### src/verilog/cdsl_pkg.sv
// Purpose: shared constants for the control DAC serial loader
// Assumes: 16-bit serial word, MSB first, Wishbone register access
// Notes:   offsets are byte addresses of 32-bit words
package cdsl_pkg;
    localparam int          CDSL_WORD_W      = 16;
    localparam int          CDSL_DATA_W      = 10;
    localparam int          CDSL_DAC_A_W     = 9;
    localparam int          CDSL_DAC_B_W     = 10;
    localparam int          CDSL_DAC_C_W     = 8;
    localparam int          CDSL_SEL_C_BIT   = 10;
    localparam int          CDSL_SEL_A_BIT   = 11;
    localparam int          CDSL_SEL_B_BIT   = 12;
    localparam int          CDSL_FLAG_EN_BIT = 14;
    localparam int          CDSL_FLAG_LV_BIT = 15;
    localparam logic [3:0]  CDSL_ADR_W       = 4'h4;
    localparam logic [3:0]  CDSL_OFS_DAC_A   = 4'h0;
    localparam logic [3:0]  CDSL_OFS_DAC_B   = 4'h4;
    localparam logic [3:0]  CDSL_OFS_DAC_C   = 4'h8;
    localparam logic [3:0]  CDSL_OFS_STATUS  = 4'hC;
    localparam logic [4:0]  CDSL_CNT_RST     = 5'h00;
    localparam logic [15:0] CDSL_WORD_RST    = 16'h0000;
endpackage : cdsl_pkg

### src/verilog/cdsl_loader.sv
// Purpose: three-wire serial loader for three control DACs and a flag pin
// Assumes: serial pins are asynchronous, sampled on CLOCK after two flops
// Notes:   Wishbone gives read-back of DAC codes and loader state; writes ack, no effect
// Function
// - shift 16 bits MSB first on falling clock
// - bits 0-9 data, 10-15 control
// - DAC widths: A 9, B 10, C 8
// - strobe rising edge updates DACs and flag
// - several selects load same data together
// - bit10 C, bit11 A, bit12 B
// - bit 15 sets flag level
// - bit 14 enables flag driver
// - all-ones or all-zeros code means low power
// - independent of transmit and receive sleep
`timescale 1ns/1ps
`default_nettype none
module cdsl_loader
    import cdsl_pkg::*;
(
    input  wire logic                    CLOCK,
    input  wire logic                    SRST,
    input  wire logic                    SER_CLK,
    input  wire logic                    SER_DATA,
    input  wire logic                    SER_LOAD_N,
    output var  logic [CDSL_DAC_A_W-1:0] CONTROL_DAC_A,
    output var  logic [CDSL_DAC_B_W-1:0] CONTROL_DAC_B,
    output var  logic [CDSL_DAC_C_W-1:0] CONTROL_DAC_C,
    output var  logic [2:0]              DAC_LOW_POWER,
    output var  logic                    FLAG_O,
    output var  logic                    FLAG_OE,
    input  wire logic                    WB_CYC_I,
    input  wire logic                    WB_STB_I,
    input  wire logic                    WB_WE_I,
    input  wire logic [3:0]              WB_ADR_I,
    input  wire logic [3:0]              WB_SEL_I,
    input  wire logic [31:0]             WB_DAT_I,
    output var  logic                    WB_ACK_O,
    output var  logic [31:0]             WB_DAT_O
);
    typedef struct packed {
        logic [CDSL_WORD_W-1:0]  shift;
        logic [4:0]              count;
        logic                    clk_prev;
        logic                    load_prev;
        logic [CDSL_DAC_A_W-1:0] dac_a;
        logic [CDSL_DAC_B_W-1:0] dac_b;
        logic [CDSL_DAC_C_W-1:0] dac_c;
        logic [2:0]              lowp;
        logic                    flag;
        logic                    flag_oe;
        logic                    updated;
    } cdsl_state_t;

    cdsl_state_t s_q, s_d;
    logic [2:0]  pins_s;
    logic        sclk_s, sdat_s, sload_n_s;
    logic [CDSL_DATA_W-1:0] data_f;
    logic [9:0]  ra, rb, rc;
    logic [7:0]  status;

    // pins cross into CLOCK before anything looks at them
    // clock and strobe idle high: they cross inverted so that the cleared
    // synchroniser reads as idle and no false edge follows reset
    cdsl_sync #(.W(3)) u_sync (
        .clk  (CLOCK),
        .srst (SRST),
        .d    ({~SER_CLK, SER_DATA, ~SER_LOAD_N}),
        .q    (pins_s)
    );
    assign sclk_s    = ~pins_s[2];
    assign sdat_s    = pins_s[1];
    assign sload_n_s = ~pins_s[0];
    assign data_f    = s_q.shift[CDSL_DATA_W-1:0];

    always_comb begin
        s_d           = s_q;
        s_d.clk_prev  = sclk_s;
        s_d.load_prev = sload_n_s;
        s_d.updated   = 1'b0;
        // falling edge of the serial clock while strobe low
        if (!sload_n_s && s_q.clk_prev && !sclk_s) begin
            s_d.shift = {s_q.shift[CDSL_WORD_W-2:0], sdat_s};
            if (s_q.count != 5'(CDSL_WORD_W)) begin
                s_d.count = s_q.count + 5'h01;
            end
        end
        // strobe rising edge commits the word; short words still commit the
        // last 16 bits shifted, which is what the pin-level part would do
        if (!s_q.load_prev && sload_n_s) begin
            if (s_q.shift[CDSL_SEL_A_BIT]) begin
                s_d.dac_a = data_f[CDSL_DAC_A_W-1:0];
            end
            if (s_q.shift[CDSL_SEL_B_BIT]) begin
                s_d.dac_b = data_f[CDSL_DAC_B_W-1:0];
            end
            if (s_q.shift[CDSL_SEL_C_BIT]) begin
                s_d.dac_c = data_f[CDSL_DAC_C_W-1:0];
            end
            s_d.flag    = s_q.shift[CDSL_FLAG_LV_BIT];
            s_d.flag_oe = s_q.shift[CDSL_FLAG_EN_BIT];
            s_d.count   = CDSL_CNT_RST;
            s_d.updated = 1'b1;
        end
        // low-power indication follows the held codes only
        s_d.lowp[0] = (&s_d.dac_a) || (s_d.dac_a == '0);
        s_d.lowp[1] = (&s_d.dac_b) || (s_d.dac_b == '0);
        s_d.lowp[2] = (&s_d.dac_c) || (s_d.dac_c == '0);
    end

    always_ff @(posedge CLOCK) begin
        if (SRST) begin
            s_q       <= '0;
            s_q.lowp  <= 3'h7;
            s_q.shift <= CDSL_WORD_RST;
            s_q.clk_prev  <= 1'b1;
            s_q.load_prev <= 1'b1;
        end else begin
            s_q <= s_d;
        end
    end

    assign ra     = {1'b0, s_q.dac_a};
    assign rb     = s_q.dac_b;
    assign rc     = {2'h0, s_q.dac_c};
    assign status = {s_q.count, s_q.flag_oe, s_q.flag, s_q.updated};

    cdsl_wb_slave u_wb (
        .clk    (CLOCK),
        .srst   (SRST),
        .cyc    (WB_CYC_I),
        .stb    (WB_STB_I),
        .adr    (WB_ADR_I),
        .dac_a  (ra),
        .dac_b  (rb),
        .dac_c  (rc),
        .status (status),
        .ack    (WB_ACK_O),
        .dat    (WB_DAT_O)
    );

    assign CONTROL_DAC_A = s_q.dac_a;
    assign CONTROL_DAC_B = s_q.dac_b;
    assign CONTROL_DAC_C = s_q.dac_c;
    assign DAC_LOW_POWER = s_q.lowp;
    assign FLAG_O        = s_q.flag;
    assign FLAG_OE       = s_q.flag_oe;
endmodule : cdsl_loader
`default_nettype wire

### src/verilog/cdsl_sync.sv
// Purpose: two-flop synchroniser for pin inputs
// Assumes: input is asynchronous to CLOCK
// Notes:   first stage read only by second stage
`timescale 1ns/1ps
`default_nettype none
module cdsl_sync #(
    parameter int W = 3
) (
    input  wire logic         clk,
    input  wire logic         srst,
    input  wire logic [W-1:0] d,
    output var  logic [W-1:0] q
);
    logic [W-1:0] meta_q;
    always_ff @(posedge clk) begin
        if (srst) begin
            meta_q <= '0;
            q      <= '0;
        end else begin
            meta_q <= d;
            q      <= meta_q;
        end
    end
endmodule : cdsl_sync
`default_nettype wire

### src/verilog/cdsl_wb_slave.sv
// Purpose: classic Wishbone read-only register window
// Assumes: single-cycle classic transfers, 32-bit data
// Notes:   ack one cycle after request, dropped next cycle
`timescale 1ns/1ps
`default_nettype none
module cdsl_wb_slave
    import cdsl_pkg::*;
(
    input  wire logic        clk,
    input  wire logic        srst,
    input  wire logic        cyc,
    input  wire logic        stb,
    input  wire logic [3:0]  adr,
    input  wire logic [9:0]  dac_a,
    input  wire logic [9:0]  dac_b,
    input  wire logic [9:0]  dac_c,
    input  wire logic [7:0]  status,
    output var  logic        ack,
    output var  logic [31:0] dat
);
    typedef struct packed {
        logic        ack;
        logic [31:0] dat;
    } cdsl_wb_t;
    cdsl_wb_t s_q, s_d;
    always_comb begin
        s_d     = s_q;
        s_d.ack = cyc && stb && !s_q.ack;
        s_d.dat = 32'h0000_0000;
        if (cyc && stb && !s_q.ack) begin
            case (adr)
                CDSL_OFS_DAC_A:  s_d.dat = {22'h000000, dac_a};
                CDSL_OFS_DAC_B:  s_d.dat = {22'h000000, dac_b};
                CDSL_OFS_DAC_C:  s_d.dat = {22'h000000, dac_c};
                CDSL_OFS_STATUS: s_d.dat = {24'h000000, status};
                default:         s_d.dat = 32'h0000_0000;
            endcase
        end
    end
    always_ff @(posedge clk) begin
        if (srst) begin
            s_q <= '0;
        end else begin
            s_q <= s_d;
        end
    end
    assign ack = s_q.ack;
    assign dat = s_q.dat;
endmodule : cdsl_wb_slave
`default_nettype wire

### config.mk
export PLATFORM = sky130hd
export DESIGN_NAME = cdsl_loader
export DESIGN_NICKNAME = d
export VERILOG_FILES = /design/src/verilog/cdsl_pkg.sv /design/src/verilog/cdsl_loader.sv /design/src/verilog/cdsl_sync.sv /design/src/verilog/cdsl_wb_slave.sv
export SDC_FILE = /design/constraint.sdc
export NUM_CORES = 1
export LEC_CHECK = 0
export BUFFER_PORTS_ARGS = -buffer_cell sky130_fd_sc_hd__buf_2
export CAP_MARGIN = 20
export CORE_UTILIZATION = 50
export CTS_CLUSTER_DIAMETER = 200
export CTS_CLUSTER_SIZE = 14
export DETAILED_ROUTE_END_ITERATION = 8
export PLACE_DENSITY = 0.84
export SYNTH_ARGS = -nofsm -noshare
export SYNTH_HDL_FRONTEND = slang
export SYNTH_HIERARCHICAL = 1
export SYNTH_SLANG_ARGS = --single-unit
### constraint.sdc
create_clock -name CLOCK -period 1.77 [get_ports CLOCK]
set_input_delay 0.354 -clock CLOCK [delete_from_list [all_inputs] [get_ports CLOCK]]
set_output_delay 0.354 -clock CLOCK [all_outputs]
set_load 0.03 [all_outputs]
==> results by group <==
Logic synthesis
  – Simple-gate share of the synthesized area: 24.33%
  – Mean Syn Cell Area: 8.469 um^2
  – Adder-cell share of the synthesized area: 0.7499%
  – Post-synth top area cell: dfxtp_1
  – Unique masters post-synth: 42
  – Xor and xnor area share after synthesis: 1.050%
  – Post-synth top area share: 43.79%
  – Synth Flop Type: dfxtp_1
  – Seq/Total Area, Yosys: 43.79%
  – Post-Synthesis Cells: 394
  – Compound-Gate Fraction of Synth Area: 11.70%
  – Mapped Area: 0.003337 mm^2
  – Synth top area cells: dfxtp_1, buf_4, nand2_1
  – Largest family of logic cells by synthesized area: simple AND/OR/NAND/NOR gates
  – Post-synth EDFFs: 0
  – Seq cells post-synth: 73
  – Mux cell area share after synthesis: 3.375%
  – Yosys warning total: 6
  – Fraction of registers with async set/reset: 0%

Global routing
  – Grt met2 use: 34.29%
  – Grt met1 use: 25.98%
  – Number of global-route vias before repair: 2516
  – GR peak layer: met2
  – Largest net degree at the start of global routing: 59
  – Global-route wire length before repair: 11810 um
  – GRT overflow: 0
  – Grt met3 use: 4.055%
  – Initial antenna violation count: 0
  – All-Layer GR Usage: 21.29%

Cells and area
  – Share of layout cells above drive strength 1: 22.61%
  – Nets: 474
  – Seq. cell area: 0.001461 mm^2
  – Area Growth Syn to Fin: 7.199%
  – Multi-input combinational cell area: 0.001469 mm^2
  – Fillers: 575
  – Ant diodes: 0
  – Non-Filler Instances: 506

Power and ir drop
  – Peak VDD IR: 0.4689 mV
  – Gate power share: 5.1%
  – Sw Ratio: 23.62%
  – Clk pwr share: 39.1%
  – Pwr/cell area: 830.8 mW/mm^2
  – P_int: 0.002270 W
  – Psw: 0.0007019 W
  – Leakage power: 1.396 nW
  – Share of power burned in registers: 55.8%

STA
  – RSZ-0062 raised after global routing: no
  – Normalized max-slew margin: 59.60%
  – Final period util: 83.81%
  – Fmax: 0.6741 GHz
  – Final Hold Vio Count: 0
  – Final TNS setup: 0 ns
  – Final setup viols: 0
  – Worst Max-Slew Pin Slew: 0.6034 ns
  – Worst Skew: 0.005910 ns
  – Final min period: 1.483 ns
  – Fin. max-slew vios: 0

Hold path
  – Worst Hold Class: input port to flop

CTS
  – CTS tree: built
  – Root Buffer: clkbuf_8
  – # clock sinks: 73
  – Post-CTS Resized: 0
  – Inserted Clock Buffers: 9
  – Setup Buffers After CTS: 0
  – Cts hold-fix bufs: 0
  – Clk slew on worst S/H paths: 0.07 ns
  – Worst skew pair latency: 0.34 ns
  – CTS H-tree depth: 3
  – CTS Buffer Depth: 2

Detailed routing
  – Drt pass-1 iters: 5
  – WL/cell: 14.44 um
  – ANT nets after route: 0
  – # DRC: 0
  – DR vias/cell: 5.512
  – Final wirelength: 7308 um
  – Vias after detailed routing: 2789
  – DR iter-0 viols: 296

Worst setup path
  – Worst endpoint required time: 2.04 ns
  – Max Fanout on Critical Path: 7
  – Setup crit end kind: flop
  – Critical path arrival: 1.76 ns
  – Worst Path Class, Setup: flop to flop
  – CP Launch Type: flop

Floorplanning
  – Die X-Extent: 83.70 um
  – Die Y: 83.70 um
  – Initial core utilization: 52.25%
  – Core Region: 0.006386 mm^2
  – Num rows: 29
  – Die area: 0.007005 mm^2
  – I/O Pins: 113

Flow run
  – Max Cap Viol: 0

Placement
  – Gpl congestion: 0.8847
  – Dpl cells: 490
  – PortBufs: 53
  – DP HPWL: 5202 um

Run status
  – Status: completed
==> final timing paths <==
| kind | from | to | slack [ns] | cells after the start |
|---|---|---|---|---|
| max reg2reg | data_f[5] | DAC_LOW_POWER[1] | 0.29 | 4 |
| min | SER_DATA | u_sync/meta_q[1] | 0.22 | 2 |
| min reg2reg | u_sync/q[2] | s_q[34] | 0.41 | 1 |
| max | data_f[5] | DAC_LOW_POWER[1] | 0.29 | 4 |
==> through the flow <==
step                power, W  util [%]  setup slack, ns  area, um^2  hold WS (ns)
CTS                 0.002988     56.01           0.3089        3577        0.2091
floorplan           0.001848         -           0.4914        3423        0.3796
detailed placement  0.001846     53.27           0.2014        3402        0.3922
global route        0.003091     56.01           0.1957        3577        0.2063
finish              0.002972     56.01           0.2866        3577        0.2198
global placement    0.001843     53.27           0.2426        3402        0.3877
==> placed cells by master (no fill, tap or decap), drive strengths merged, types with 2 or more instances in the layout <==
cell type	n
nand3	4
nor4	9
dfxtp	73
a222oi	7
nor2b	6
ha	2
nand2b	2
mux2	10
inv	4
clkbuf	14
xor2	3
nor3	4
or4	2
o21ai	3
nor2	22
a22oi	3
a311oi	2
nand4	11
nand2	95
and2	2
buf	64
nor3b	3
a21oi	49
conb	25
==> registers in the layout (all words and copies together) (netlist names) <==
name / flops
CONTROL_DAC_A: 9
CONTROL_DAC_B: 10
CONTROL_DAC_C: 8
DAC_LOW_POWER: 3
FLAG_O: 1
FLAG_OE: 1
data_f: 10
s_q: 14
u_sync/meta_q: 3
u_sync/q: 3
u_wb/ack: 1
u_wb/dat: 10
==> logic make-up after synthesis <==
family | count (synthesis)
fa+ha+maj | 2
buf+inv | 72
mux | 10
other cells | 2
flops | 73
xor+xnor | 4
compound gates | 66
simple gates | 165
==> cell usage after synthesis, types with 3 or more instances <==
cell and number:
buf_4 56, mux2_2 10, buf_2 4, nor4_1 8, nor2_1 21, a21oi_1 49
nand3_1 4, nand4_1 11, inv_1 4, nand2_1 94, a222oi_1 7, dfxtp_1 73
nor2b_1 6, nor3_1 3, clkbuf_1 7, xor2_1 3
==> routing by layer <==
layer,part of all wire (%),vias up,wire (um)
li1,-,1336,-
met1,41,1309,3031
met5,0,-,0
met3,6.9,20,504
met2,48,124,3514
met4,3.5,0,257
==> cell type report <==
class                   count  share of cell area (%)
clock buffers              14                   4.547
repair buffers             64                   10.07
flip-flops and latches     73                   40.85
multi-input cells         272                   41.06
inverters                   4                  0.4197
well taps                  77                   2.693
clock inverters             2                  0.3498
==> power groups by stage <==
stage | clock, W | combinational [W] | sequential [W]
after floorplan | 0 | 0.000154 | 0.00169
after global placement | 0 | 0.000148 | 0.00169
after detailed placement | 0 | 0.000151 | 0.00170
after CTS | 0.00118 | 0.000152 | 0.00166
after global routing | 0.00127 | 0.000163 | 0.00166
final | 0.00116 | 0.000153 | 0.00166
==> critical path, stage by stage (launching register included) <==
cell and delay [ns]:
dfxtp_1 0.38, or4_4 0.55, nor2_1 0.22, a311oi_1 0.15, nand3_1 0.13
Note: power is estimated with default switching activity, not from simulation.
